`config.mk`:
```
export PLATFORM = sky130hd
export DESIGN_NAME = axis_reference_search
export DESIGN_NICKNAME = d
export VERILOG_FILES = /design/src/verilog/axis_reference_search.v
export VERILOG_INCLUDE_DIRS = /design/src /design/src/shared
export SDC_FILE = /design/constraint.sdc
export NUM_CORES = 2
export LEC_CHECK = 0
export ABC_AREA = 1
export BUFFER_PORTS_ARGS = -buffer_cell sky130_fd_sc_hd__buf_2
export CAP_MARGIN = 5
export CORE_MARGIN = 4
export CORE_UTILIZATION = 35
export CTS_CLUSTER_DIAMETER = 60
export DETAILED_ROUTE_END_ITERATION = 8
export HOLD_SLACK_MARGIN = 0.15
export PLACE_DENSITY = 0.55
export SLEW_MARGIN = 20
export SYNTH_ARGS = -nofsm -noshare
export SYNTH_HDL_FRONTEND = slang
export SYNTH_SLANG_ARGS = --single-unit
```
`constraint.sdc`:
```
create_clock -name sys_clk -period 8 [get_ports sys_clk]
set_input_delay 0 -clock sys_clk [delete_from_list [all_inputs] [get_ports sys_clk]]
set_output_delay 0 -clock sys_clk [all_outputs]
set_load 0.1 [all_outputs]
```
`src/shared/axis_reference_search_consts.vh`:
```
// Register map, field positions, reset values and command codes of the axis reference search
// Summary of operation
// - Seek phase runs at the search velocity until the switch is first hit.
// - Creep off the switch, re-enter slowly, reference is midway between both points.
// - End-switch automatic stop enables have no effect while a search runs.
// - One command, opcode 13, starts, stops and polls the search state machine.
// - Search procedure chosen by the mode setting; base modes are 1 to 8.
// - Mode 1 searches the left end switch; 65 searches the right one.
// - Mode 2: right then left, left is zero, switch distance reported.
// - Mode 66: left first, then right end switch used as zero.
// - Mode 3: right, then middle of left switch is zero; 67 mirrors.
// - Mode 4: middle of left switch is zero; 68 uses right switch.
// - Mode 5: home search negative, reverse when the left limit is hit.
// - Mode 6: home search positive, reverse when the right limit is hit.
// - Mode 7: home search positive, limits ignored, middle of home is zero.
// - Mode 8: home search negative, limits ignored, middle of home is zero.
// - Modes 133 to 136 invert the home switch polarity.
// - Full steps per revolution setting, default 200.
// - Encoder counts scaled by counts per revolution and full steps to microsteps.
// - Encoder position readable and writable, cleared when a search completes.
// - Motor halted when position deviation exceeds a nonzero configured maximum.
`ifndef AXIS_REFERENCE_SEARCH_CONSTS_VH
`define AXIS_REFERENCE_SEARCH_CONSTS_VH

`define ADR_COMMAND      6'h00
`define ADR_STATUS       6'h01
`define ADR_MODE         6'h02
`define ADR_SEARCH_VEL   6'h03
`define ADR_CAL_VEL      6'h04
`define ADR_SWITCH_DIST  6'h05
`define ADR_FULL_STEPS   6'h06
`define ADR_ENC_CPR      6'h07
`define ADR_ENC_POS      6'h08
`define ADR_MAX_DEV      6'h09
`define ADR_STOP_ENABLE  6'h0a

`define CMD_OPCODE       8'h0d
`define CMD_START        2'h0
`define CMD_STOP         2'h1
`define CMD_STATUS       2'h2

`define MODE_MIRROR_BIT  6
`define MODE_HPOL_BIT    7

`define TGT_LEFT         2'h0
`define TGT_RIGHT        2'h1
`define TGT_HOME         2'h2

`define MICROSTEP_SHIFT  8
`define RST_MODE         8'h01
`define RST_SEARCH_VEL   32'h0000_1000
`define RST_CAL_VEL      32'h0000_0100
`define RST_FULL_STEPS   16'h00c8
`define RST_ENC_CPR      32'h0000_c800
`define RST_MAX_DEV      32'h0000_0000

`endif

```
`src/verilog/axis_reference_search.v`:
```
// Reference search state machine, encoder scaling and deviation stop for one axis
`timescale 1ns/1ps
`include "axis_reference_search_consts.vh"

module axis_reference_search (
    input  wire        sys_clk,         // 25 MHz module clock
    input  wire        rst_n,           // Asynchronous reset, active low
    input  wire        wb_cyc_i,        // Wishbone cycle
    input  wire        wb_stb_i,        // Wishbone strobe
    input  wire        wb_we_i,         // Wishbone write enable
    input  wire [7:0]  wb_adr_i,        // Wishbone byte address
    input  wire [3:0]  wb_sel_i,        // Wishbone byte selects
    input  wire [31:0] wb_dat_i,        // Wishbone write data
    output reg  [31:0] wb_dat_o,        // Wishbone read data
    output reg         wb_ack_o,        // Wishbone acknowledge
    input  wire        stop_left,       // Left end switch, high when active
    input  wire        stop_right,      // Right end switch, high when active
    input  wire        home_switch,     // Home switch, high when active
    input  wire [31:0] actual_pos,      // Motor position in microsteps
    input  wire        enc_step,        // One encoder count this cycle
    input  wire        enc_up,          // Count direction, high counts up
    output reg  [31:0] motor_vel,       // Velocity demand
    output reg         motor_dir,       // High moves positive
    output reg         motor_run,       // Velocity demand valid
    output reg         motor_halt,      // Stop motor now
    output reg         pos_load,        // Pulse: load pos_load_value into the motor position
    output reg  [31:0] pos_load_value   // New motor position at pos_load
);

    localparam [6:0] ST_IDLE = 7'h01;
    localparam [6:0] ST_SEEK = 7'h02;
    localparam [6:0] ST_OFF  = 7'h04;
    localparam [6:0] ST_IN   = 7'h08;
    localparam [6:0] ST_THRU = 7'h10;
    localparam [6:0] ST_EDGE = 7'h20;
    localparam [6:0] ST_LOAD = 7'h40;

    reg  [6:0]  state;
    reg  [7:0]  mode;
    reg  [31:0] search_vel;
    reg  [31:0] cal_vel;
    reg  [31:0] switch_dist;
    reg  [15:0] full_steps;
    reg  [31:0] enc_cpr;
    reg  [31:0] enc_pos;
    reg  [31:0] enc_acc;
    reg  [31:0] max_dev;
    reg  [1:0]  stop_enable;
    reg  [1:0]  tgt;
    reg         sdir;
    reg         second;
    reg         done;
    reg         mode_err;
    reg         dev_err;
    reg  [31:0] pa;
    reg  [31:0] pb;
    reg  [31:0] p_first;
    reg  [31:0] edge_pos;

    // Bus decode
    wire        bus_req  = wb_cyc_i & wb_stb_i & ~wb_ack_o;
    wire        bus_wr   = bus_req & wb_we_i;
    wire [5:0]  widx     = wb_adr_i[7:2];
    wire        cmd_wr   = bus_wr && widx == `ADR_COMMAND && wb_sel_i[1:0] == 2'h3
                           && wb_dat_i[7:0] == `CMD_OPCODE;
    wire        cmd_start = cmd_wr && wb_dat_i[9:8] == `CMD_START;
    wire        cmd_stop  = cmd_wr && wb_dat_i[9:8] == `CMD_STOP;
    wire        enc_wr   = bus_wr && widx == `ADR_ENC_POS;
    wire        running  = ~state[0];

    function [31:0] merge;
        input [31:0] old;
        input [31:0] nw;
        input [3:0]  sel;
        integer      i;
        begin
            merge = old;
            for (i = 0; i < 4; i = i + 1) begin
                if (sel[i])
                    merge[i*8 +: 8] = nw[i*8 +: 8];
            end
        end
    endfunction

    // Mode decode: low six bits base, bit 6 mirrors sides, bit 7 inverts home polarity
    wire [5:0]  base     = mode[5:0];
    wire        mirror   = mode[`MODE_MIRROR_BIT];
    wire        hpol     = mode[`MODE_HPOL_BIT];
    wire        mode_ok  = base >= 6'd1 && base <= 6'd8
                           && !(mirror && base > 6'd4) && !(hpol && base < 6'd5);
    wire        home_mode = base >= 6'd5;
    wire        two_sw   = base == 6'd2 || base == 6'd3;
    wire        both_fin = base == 6'd3 || base == 6'd4 || base == 6'd7 || base == 6'd8;
    wire        both_now = both_fin && (second || !two_sw);
    reg  [1:0]  first_tgt;
    reg         first_dir;

    always @* begin
        first_tgt = `TGT_LEFT;
        first_dir = 1'b0;
        case (base)
            6'd1, 6'd4: begin
                first_tgt = mirror ? `TGT_RIGHT : `TGT_LEFT;
                first_dir = mirror;
            end
            6'd2, 6'd3: begin
                first_tgt = mirror ? `TGT_LEFT : `TGT_RIGHT;
                first_dir = ~mirror;
            end
            6'd6, 6'd7: begin
                first_tgt = `TGT_HOME;
                first_dir = 1'b1;
            end
            6'd5, 6'd8: begin
                first_tgt = `TGT_HOME;
                first_dir = 1'b0;
            end
            default: begin
                first_tgt = `TGT_LEFT;
                first_dir = 1'b0;
            end
        endcase
    end

    wire home_act = home_switch ^ hpol;
    wire hit = (tgt == `TGT_LEFT)  ? stop_left :
               (tgt == `TGT_RIGHT) ? stop_right : home_act;

    wire [32:0] edge_sum = {pa[31], pa} + {pb[31], pb};
    wire [31:0] mid_pos  = edge_sum[32:1];
    wire [31:0] dist_raw = edge_pos - p_first;
    wire [31:0] dist_abs = dist_raw[31] ? (32'h0 - dist_raw) : dist_raw;

    // Search state machine
    always @(posedge sys_clk or negedge rst_n) begin
        if (!rst_n) begin
            state       <= ST_IDLE;
            tgt         <= `TGT_LEFT;
            sdir        <= 1'b0;
            second      <= 1'b0;
            done        <= 1'b0;
            mode_err    <= 1'b0;
            pa          <= 32'h0;
            pb          <= 32'h0;
            p_first     <= 32'h0;
            edge_pos    <= 32'h0;
            switch_dist <= 32'h0;
        end else if (cmd_stop || (running && dev_err)) begin
            state <= ST_IDLE;
        end else if (cmd_start) begin
            done   <= 1'b0;
            second <= 1'b0;
            if (mode_ok) begin
                mode_err <= 1'b0;
                tgt      <= first_tgt;
                sdir     <= first_dir;
                state    <= ST_SEEK;
            end else begin
                mode_err <= 1'b1;
                state    <= ST_IDLE;
            end
        end else begin
            case (state)
                ST_IDLE: state <= ST_IDLE;
                ST_SEEK: begin
                    if (hit) begin
                        state <= ST_OFF;
                    end else if (base == 6'd5 && !sdir && stop_left) begin
                        sdir <= 1'b1;
                    end else if (base == 6'd6 && sdir && stop_right) begin
                        sdir <= 1'b0;
                    end
                end
                ST_OFF: begin
                    if (!hit) begin
                        pa    <= actual_pos;
                        state <= ST_IN;
                    end
                end
                ST_IN: begin
                    if (hit) begin
                        pb    <= actual_pos;
                        state <= both_now ? ST_THRU : ST_EDGE;
                    end
                end
                ST_THRU: begin
                    if (!hit) begin
                        pa    <= actual_pos;
                        state <= ST_EDGE;
                    end
                end
                ST_EDGE: begin
                    edge_pos <= mid_pos;
                    if (two_sw && !second) begin
                        p_first <= mid_pos;
                        second  <= 1'b1;
                        tgt     <= (tgt == `TGT_LEFT) ? `TGT_RIGHT : `TGT_LEFT;
                        sdir    <= ~sdir;
                        state   <= ST_SEEK;
                    end else begin
                        state <= ST_LOAD;
                    end
                end
                ST_LOAD: begin
                    if (two_sw)
                        switch_dist <= dist_abs;
                    done  <= 1'b1;
                    state <= ST_IDLE;
                end
                default: state <= ST_IDLE;
            endcase
        end
    end

    // Motion demand; the creep-off phase runs against the search direction
    always @(posedge sys_clk or negedge rst_n) begin
        if (!rst_n) begin
            motor_vel      <= 32'h0;
            motor_dir      <= 1'b0;
            motor_run      <= 1'b0;
            motor_halt     <= 1'b0;
            pos_load       <= 1'b0;
            pos_load_value <= 32'h0;
        end else begin
            motor_run <= state[1] | state[2] | state[3] | state[4];
            motor_vel <= state[1] ? search_vel : cal_vel;
            motor_dir <= state[2] ? ~sdir : sdir;
            // Limits only stop the motor outside a search
            motor_halt <= dev_err
                          || (!running && ((stop_enable[0] && stop_left)
                                           || (stop_enable[1] && stop_right)));
            pos_load       <= state[6];
            // Held after the load so the value stays readable once the zero is applied
            if (state[6])
                pos_load_value <= actual_pos - edge_pos;
        end
    end

    // Encoder scaling: a residue accumulator avoids a divider
    wire [31:0] enc_inc  = {8'h0, full_steps, {`MICROSTEP_SHIFT{1'b0}}};
    reg  [31:0] next_acc;
    reg  [31:0] next_enc;
    reg  [31:0] acc_step;

    always @* begin
        acc_step = enc_acc;
        if (enc_step)
            acc_step = enc_up ? enc_acc + enc_inc : enc_acc - enc_inc;
        next_acc = acc_step;
        next_enc = enc_pos;
        if (enc_cpr != 32'h0) begin
            if (!acc_step[31] && acc_step >= enc_cpr) begin
                next_acc = acc_step - enc_cpr;
                next_enc = enc_pos + 32'h1;
            end else if (acc_step[31] && (32'h0 - acc_step) >= enc_cpr) begin
                next_acc = acc_step + enc_cpr;
                next_enc = enc_pos - 32'h1;
            end
        end
    end

    wire [31:0] fs_merged = merge({16'h0, full_steps}, wb_dat_i, wb_sel_i);
    wire [31:0] dev_raw = actual_pos - enc_pos;
    wire [31:0] dev_abs = dev_raw[31] ? (32'h0 - dev_raw) : dev_raw;

    always @(posedge sys_clk or negedge rst_n) begin
        if (!rst_n) begin
            enc_pos <= 32'h0;
            enc_acc <= 32'h0;
            dev_err <= 1'b0;
        end else begin
            if (enc_wr) begin
                enc_pos <= merge(enc_pos, wb_dat_i, wb_sel_i);
                enc_acc <= 32'h0;
            end else if (state[6]) begin
                enc_pos <= 32'h0;
                enc_acc <= 32'h0;
            end else begin
                enc_pos <= next_enc;
                enc_acc <= next_acc;
            end
            // A new excess wins over a clear in the same cycle
            if (max_dev != 32'h0 && dev_abs > max_dev)
                dev_err <= 1'b1;
            else if (cmd_start || cmd_stop)
                dev_err <= 1'b0;
        end
    end

    // Setting registers
    always @(posedge sys_clk or negedge rst_n) begin
        if (!rst_n) begin
            mode        <= `RST_MODE;
            search_vel  <= `RST_SEARCH_VEL;
            cal_vel     <= `RST_CAL_VEL;
            full_steps  <= `RST_FULL_STEPS;
            enc_cpr     <= `RST_ENC_CPR;
            max_dev     <= `RST_MAX_DEV;
            stop_enable <= 2'h0;
        end else if (bus_wr) begin
            case (widx)
                `ADR_MODE:        if (wb_sel_i[0]) mode <= wb_dat_i[7:0];
                `ADR_SEARCH_VEL:  search_vel <= merge(search_vel, wb_dat_i, wb_sel_i);
                `ADR_CAL_VEL:     cal_vel <= merge(cal_vel, wb_dat_i, wb_sel_i);
                `ADR_FULL_STEPS:  full_steps <= fs_merged[15:0];
                `ADR_ENC_CPR:     enc_cpr <= merge(enc_cpr, wb_dat_i, wb_sel_i);
                `ADR_MAX_DEV:     max_dev <= merge(max_dev, wb_dat_i, wb_sel_i);
                `ADR_STOP_ENABLE: if (wb_sel_i[0]) stop_enable <= wb_dat_i[1:0];
                default:          mode <= mode;
            endcase
        end
    end

    // Read mux and single-wait acknowledge; unmapped words read zero
    wire [31:0] status_word = {21'h0, state, dev_err, mode_err, done, running};

    always @(posedge sys_clk or negedge rst_n) begin
        if (!rst_n) begin
            wb_ack_o <= 1'b0;
            wb_dat_o <= 32'h0;
        end else begin
            wb_ack_o <= bus_req;
            if (bus_req && !wb_we_i) begin
                case (widx)
                    `ADR_COMMAND:     wb_dat_o <= status_word;
                    `ADR_STATUS:      wb_dat_o <= status_word;
                    `ADR_MODE:        wb_dat_o <= {24'h0, mode};
                    `ADR_SEARCH_VEL:  wb_dat_o <= search_vel;
                    `ADR_CAL_VEL:     wb_dat_o <= cal_vel;
                    `ADR_SWITCH_DIST: wb_dat_o <= switch_dist;
                    `ADR_FULL_STEPS:  wb_dat_o <= {16'h0, full_steps};
                    `ADR_ENC_CPR:     wb_dat_o <= enc_cpr;
                    `ADR_ENC_POS:     wb_dat_o <= enc_pos;
                    `ADR_MAX_DEV:     wb_dat_o <= max_dev;
                    `ADR_STOP_ENABLE: wb_dat_o <= {30'h0, stop_enable};
                    default:          wb_dat_o <= 32'h0;
                endcase
            end
        end
    end

endmodule // axis_reference_search

```
## Word-level counts from Yosys, hierarchy flattened

Index checks and enable logic that the tools add are counted.

| storage, ports and cells | value |
|---|---|
| memory bits (writable) | 0 |
| output and inout bits | 101 |
| input bits | 86 |
| logic and storage cells | 270 |
| memories | 0 |
| latch bits | 0 |
| register bits after elaboration | 493 |
| bits in read-only memories | 0 |

| operators by class | value |
|---|---|
| magnitude comparators | 7 |
| bitwise operators | 14 |
| div/mod/pow operators | 0 |
| shifts and indexed selects | 0 |
| reduce and logical (&&, ||, !) cells | 94 |
| mux-type cells | 57 |
| multiply operators | 0 |
| $add $sub $neg | 13 |
| eq/ne operators | 40 |

Operators with widths:

| operator | number |
|---|---|
| $mux W32 | 15 |
| $pmux W32 S10 | 1 |
| $sub A32 B32 Y32 | 4 |
| $sub A1 B32 Y32 const A | 3 |
| $reduce_and A3 Y1 | 26 |
| $ge A32 B32 Y1 | 2 |
| $reduce_bool A32 Y1 | 2 |
| $mux W7 | 7 |
| $eq A6 B3 Y1 const B | 8 |
| $pmux W7 S5 | 1 |
| $add A32 B32 Y33 | 1 |
| $add A32 B1 Y32 const B | 1 |
| $add A32 B24 Y32 | 1 |
| $add A32 B32 Y32 | 1 |
| $gt A32 B32 Y1 | 1 |
| $mux W8 | 4 |
| $sub A32 B1 Y32 const B | 1 |
| $sub A32 B24 Y32 | 1 |
| $logic_and A1 B1 Y1 | 25 |
| $eq A6 B2 Y1 const B | 4 |
| $eq A6 B4 Y1 const B | 4 |
| $reduce_and A4 Y1 | 6 |
| $mux W1 | 20 |
| $ne A4 B4 Y1 const B | 5 |
| 37 further kinds | 81 |

## Longest topological paths before layout

| logic depth | value |
|---|---|
| depth in word-level cells | 11 |
| mapped depth | 49 |
| mapped depth without buffers | 47 |

## Worst setup path after synthesis

Ideal clock, no wire load.

| path | value |
|---|---|
| kind | reg-to-reg |
| start | register full_steps[0] |
| end | register enc_pos[31] |
| clock period less this slack | 7.194 ns |
| data arrival time | 7.129 ns |
| setup time | 0.065 ns |
| slack | 0.806 ns |
| cell stages (with the launch flop) | 49 |
| data required time | 7.935 ns |
| path buffers | 2 |
| cells stage by stage | dfrtp_1 inv_1 ha_1 nand3_1 nor3_1 inv_1 nor3_1 nand2_1 nor3_1 inv_1 o31ai_1 xor2_1 ha_1 nand2_1 inv_1 a21oi_1 nand2_1 inv_1 (+13 left out) nor2_1 nand2_1 nand3_2 clkbuf_1 ha_1 a21oi_1 nand2_1 a21boi_0 o21ai_0 nand3_1 nand2_1 a21oi_1 inv_1 nand3_1 nand3_1 nand2_1 nand2_1 nand2_1 |

| between the ends | value |
|---|---|
| longest elaborated chain between the ends | 9 |
| elaborated cells on any way between the ends | 16 |
| those cells by class | add/sub: 3; order compare: 2; mux: 6; reduce/logical: 5 |

Ends and longest elaborated chain:

| item | RTL line | text |
|---|---|---|
| start, declared | axis_reference_search.v:43 | `reg [15:0] full_steps;` |
| start signal, assigned | axis_reference_search.v:296 | `` full_steps <= `RST_FULL_STEPS; `` |
| start signal, assigned | axis_reference_search.v:305 | `` `ADR_FULL_STEPS: full_steps <= fs_merged[15:0]; `` |
| $sub A32 B24 Y32 or $add A32 B24 Y32 (tied branches) | axis_reference_search.v:248 | `acc_step = enc_up ? enc_acc + enc_inc : enc_acc - enc_inc;` |
| $mux W32 (*) | axis_reference_search.v:248 |  |
| $mux W32 (*) | axis_reference_search.v:247 | `if (enc_step)` |
| parallel branches: the longest is 6 deep, another holds $sub A1 B32 Y32 | - |  |
| end signal, assigned | axis_reference_search.v:273 | `enc_pos <= merge(enc_pos, wb_dat_i, wb_sel_i);` |
| end signal, assigned | axis_reference_search.v:279 | `enc_pos <= next_enc;` |
| end, declared | axis_reference_search.v:45 | `reg [31:0] enc_pos;` |

Mark *: on every way between the ends. The select of a mux whose other input is x is not followed.
A chain may end at the register's enable or synchronous reset.

## Final worst setup path

Ends and elaborated chain as after synthesis.

==> out/summary.json <==
{
  "global_routing": {
    "groute.usage.overall_pct": 26.74,
    "antenna_violations_before_repair": 12,
    "grt-ovfl-total": 0,
    "grt_pass1_vias": 39820,
    "grt_start_max_net_pins": 154,
    "global_route_wire_length_before_repair_um": 255000
  },
  "die": {
    "design.core.area_um2": 118100,
    "x_dimension_of_the_die_um": 352.9,
    "pin_count": 187,
    "start_util_pct": 35.25,
    "floorplan.die_area_um2": 124500,
    "rows": 126,
    "die_h_um": 352.9
  },
  "clock_tree": {
    "clkSlewWorstSetupHoldPaths_ns": 0.06,
    "root_buffer": "sky130_fd_sc_hd__clkbuf_16",
    "numCtsBuffers": 73,
    "cts_tree": "built",
    "clock_path_buffers": 3,
    "clk_latency_ns": 0.70,
    "tritoncts_num_sinks": 493,
    "cts_htree_levels": 3
  },
  "worst_setup_path": {
    "critical_path.reg2reg.startpoint": "full_steps[0]$_DFFE_PN0P_",
    "critPathLaunch": "full_steps[0]$_DFFE_PN0P_",
    "arrival_time_reported_for_the_critical_path_endpoint_ns": 8.04,
    "worstRegToRegCells": 44,
    "timing.critical_path.slowest_stage_cell": "sky130_fd_sc_hd__dlygate4sd3_1",
    "worst_ep_required_time_ns": 8.62,
    "timing.critical_path.mode_cell": "sky130_fd_sc_hd__nand2_1",
    "endpoint_kind": "flop",
    "critPathKind": "flop to flop",
    "worstPathMaxFanout": 28,
    "max_stage_delay_ns": 0.57,
    "worst_setup_path_start_kind": "flop"
  },
  "routing": {
    "routed_wire_length_per_instance_um": 21.03,
    "final_antenna_net_count": 0,
    "total_number_of_vias": 43370,
    "drc": 0,
    "route.detailed.vias_per_inst": 5.302,
    "first_iteration_detailed_routing_drc_count": 4403,
    "totalWireLength_um": 172000,
    "firstDrtPassIters": 6
  },
  "power": {
    "worst_ir_drop_vdd_v": 0.0001609,
    "pwr_density_cell_nw_per_um2": 305.5,
    "power_leakage_uw": 0.02491
  },
  "yosys": {
    "syn-instance-count": 6310,
    "ys_seq_elements": 493,
    "ys_warn_count": 0,
    "ys_top_cells_by_area": "sky130_fd_sc_hd__dfrtp_1 (29%), sky130_fd_sc_hd__nand2_1 (17%), sky130_fd_sc_hd__ha_1 (9.4%)",
    "sequential_area_share_after_synthesis_pct": 29.67,
    "yosys.area.top_type_share_pct": 29.04,
    "synthesis.area_per_instance_um2": 6.597,
    "syn-cell-area_um2": 41620,
    "yosysTopAreaCell": "sky130_fd_sc_hd__dfrtp_1",
    "synth_cell_type_count": 68,
    "syn-num-nets": 6718
  },
  "layout": {
    "finalNonFillerCells": 8179,
    "nets": 6987,
    "synthToLayoutAreaGrowth_pct": 15.17,
    "layout.cell_area.non_filler_um2": 47940,
    "layout-drive-gt1-share_pct": 8.318
  },
  "timing": {
    "slew_headroom_pct": 22.34,
    "fin_crit_sh_pct": 92.69,
    "final.min_clock_period_ns": 7.415,
    "timing.clock.skew_ns": 0.03064,
    "setup_viols_final": 0,
    "timing.final.max_slew_violations": 0,
    "worst_slew_pin_slew_ns": 1.162,
    "final.hold.worst_slack_ns": 0.2021,
    "post_route_setup_slack_ns": 0.5846,
    "timing.fmax_ghz": 0.1349,
    "final-hold-violation-count": 0
  },
  "worst_hold_path": {
    "worst_min_delay_path_class": "input port to flop",
    "timing.hold.worst.start": "actual_pos[25]",
    "hold-path-cell-count": 4
  },
  "placement": {
    "detailed_place.area_um2": 44260,
    "placed_cells": 7944,
    "dpl_wire_length_um": 138600,
    "place_ws_ns": 0.6253,
    "io_buffers": 184,
    "routability_congestion_estimate": 0.9838
  },
  "run_status": {
    "run_status": "finished, final reports clean"
  },
  "flow_run": {
    "cap_viol_max_count": 0
  }
}
==> per-stage QoR <==
step	TNS [ns]	total power, uW	util [%]
6_report	0	14640	40.60
4_1_cts	0	14430	40.46
3_5_place_dp	0	10880	37.48
5_1_grt	-0.01496	15810	40.59
2_1_floorplan	0	8620	-
3_3_place_gp	0	10810	37.48
==> registers in the layout, indices dropped and copies added, names as in the netlist, 8 cells and up <==
signal          count
pos_load_value     32
enc_pos            32
motor_vel          32
enc_acc            32
enc_cpr            32
switch_dist        32
mode                8
wb_dat_o           32
cal_vel            32
search_vel         32
p_first            32
edge_pos           32
full_steps         16
max_dev            32
pb                 32
pa                 32
==> cells in the mapped netlist (all sizes together) <==
| master | instances |
|---|---|
| nand2 | 1937 |
| inv | 939 |
| o21ai | 554 |
| nor2 | 531 |
| dfrtp | 483 |
| nand3 | 360 |
| a21oi | 337 |
| ha | 314 |
| xor2 | 120 |
| nand4 | 101 |
| clkbuf | 80 |
| nor3 | 66 |
| buf | 56 |
| xnor2 | 44 |
| a22oi | 39 |
| o22ai | 39 |
| a31oi | 33 |
| a221oi | 31 |
| a21o | 30 |
| nor4 | 28 |
| o211ai | 28 |
| or2 | 28 |
| o21bai | 27 |
| o21a | 17 |
| nand3b | 13 |
| and2 | 12 |
| dfstp | 10 |
| fa | 8 |
| o2111ai | 8 |
| o31ai | 7 |
| a21boi | 6 |
| o311ai | 5 |
| a211oi | 4 |
| clkinv | 4 |
| a32oi | 2 |
| and3 | 2 |
| o221ai | 2 |
| a2111oi | 1 |
| a32o | 1 |
| nor3b | 1 |
| o32ai | 1 |
| o41ai | 1 |
==> final timing paths <==
path                                        endpoint  slack (ns)
max reg2reg                  enc_pos[31]$_DFFE_PN0P_        0.58
max in group asynchronous   wb_dat_o[17]$_DFFE_PN0P_        6.02
min in group asynchronous  full_steps[6]$_DFFE_PN1P_        0.48
min reg2reg                 wb_dat_o[14]$_DFFE_PN0P_        0.47
min                               pa[25]$_DFFE_PN0P_        0.20
max                          enc_pos[31]$_DFFE_PN0P_        0.58
==> where the power goes <==
part | internal (uW) | switching [uW] | leakage, uW
combinational | 2760 | 5500 | 0.0173
sequential | 2690 | 263 | 0.00632
clock | 2080 | 1360 | 0.00125
total | 7530 | 7120 | 0.0249
==> cells in the final DEF (no fill, tap or decap), types with 26 or more instances in the layout <==
master and instances:
sky130_fd_sc_hd__nand2_2 36, sky130_fd_sc_hd__a22oi_1 39, sky130_fd_sc_hd__buf_2 183, sky130_fd_sc_hd__a21o_1 30
sky130_fd_sc_hd__o21bai_1 26, sky130_fd_sc_hd__dlygate4sd3_1 91, sky130_fd_sc_hd__a21oi_1 331, sky130_fd_sc_hd__nand4_1 100
sky130_fd_sc_hd__inv_1 918, sky130_fd_sc_hd__ha_1 307, sky130_fd_sc_hd__clkbuf_16 75, sky130_fd_sc_hd__nor2_2 31
sky130_fd_sc_hd__xor2_1 120, sky130_fd_sc_hd__a221oi_1 31, sky130_fd_sc_hd__nor2_1 492, sky130_fd_sc_hd__o21ai_0 517
sky130_fd_sc_hd__dfrtp_1 483, sky130_fd_sc_hd__a31oi_1 33, sky130_fd_sc_hd__o22ai_1 39, sky130_fd_sc_hd__nor3_1 58
sky130_fd_sc_hd__or2_2 26, sky130_fd_sc_hd__nand2_1 1898, sky130_fd_sc_hd__o211ai_1 28, sky130_fd_sc_hd__o21ai_1 31
sky130_fd_sc_hd__buf_4 51, sky130_fd_sc_hd__nand3_1 343, sky130_fd_sc_hd__xnor2_1 44
==> layout make-up <==
type	count	area, um^2
diodes	7	17.52
well taps	1536	1922
inverters	943	3542
fillers	12530	70140
multi-input cells	4739	25240
clock inverters	39	524.3
flip-flops and latches	493	12350
repair buffers	329	2292
clock buffers	93	2054
==> kinds of logic (layout without fill, tap and decap cells) <==
kind of cell | Yosys count | after routing | synth area share [%]
fa+ha+maj | 322 | 322 | 9.823
flops | 493 | 493 | 29.67
other cells | 0 | 7 | 0
compound gates | 1173 | 1173 | 15.88
simple gates | 3079 | 3080 | 31.14
xor+xnor | 164 | 164 | 3.451
buf+inv | 1079 | 1404 | 10.04
==> critical path: cells and delay by family (launching register included) <==
family | cells | cell delay [ns]
flops | 1 | 0.39
simple gates | 21 | 2.46
compound gates | 7 | 1.32
buf+inv | 10 | 1.38
fa+ha+maj | 4 | 1.33
xor+xnor | 2 | 0.43
==> metal layers <==
metal  GRT usage, %  share of wire, %  vias to the layer above
met5         0.5000             0.027                        -
met4          9.143               3.8                        6
met3          5.418               8.3                      294
met2          40.14                42                     1660
met1          38.11                46                    20290
li1               -                 -                    21120
==> what timing repair did <==
item | 4_1_cts | 5_1_grt
setup buffers | 0 | 3
hold endpoints to repair | 415 | 0
hold buffers | 92 | 0
endpoints found under the setup margin | 0 | 14
resized for setup | 0 | 23
No activity file was read; power rests on OpenSTA's default activity.
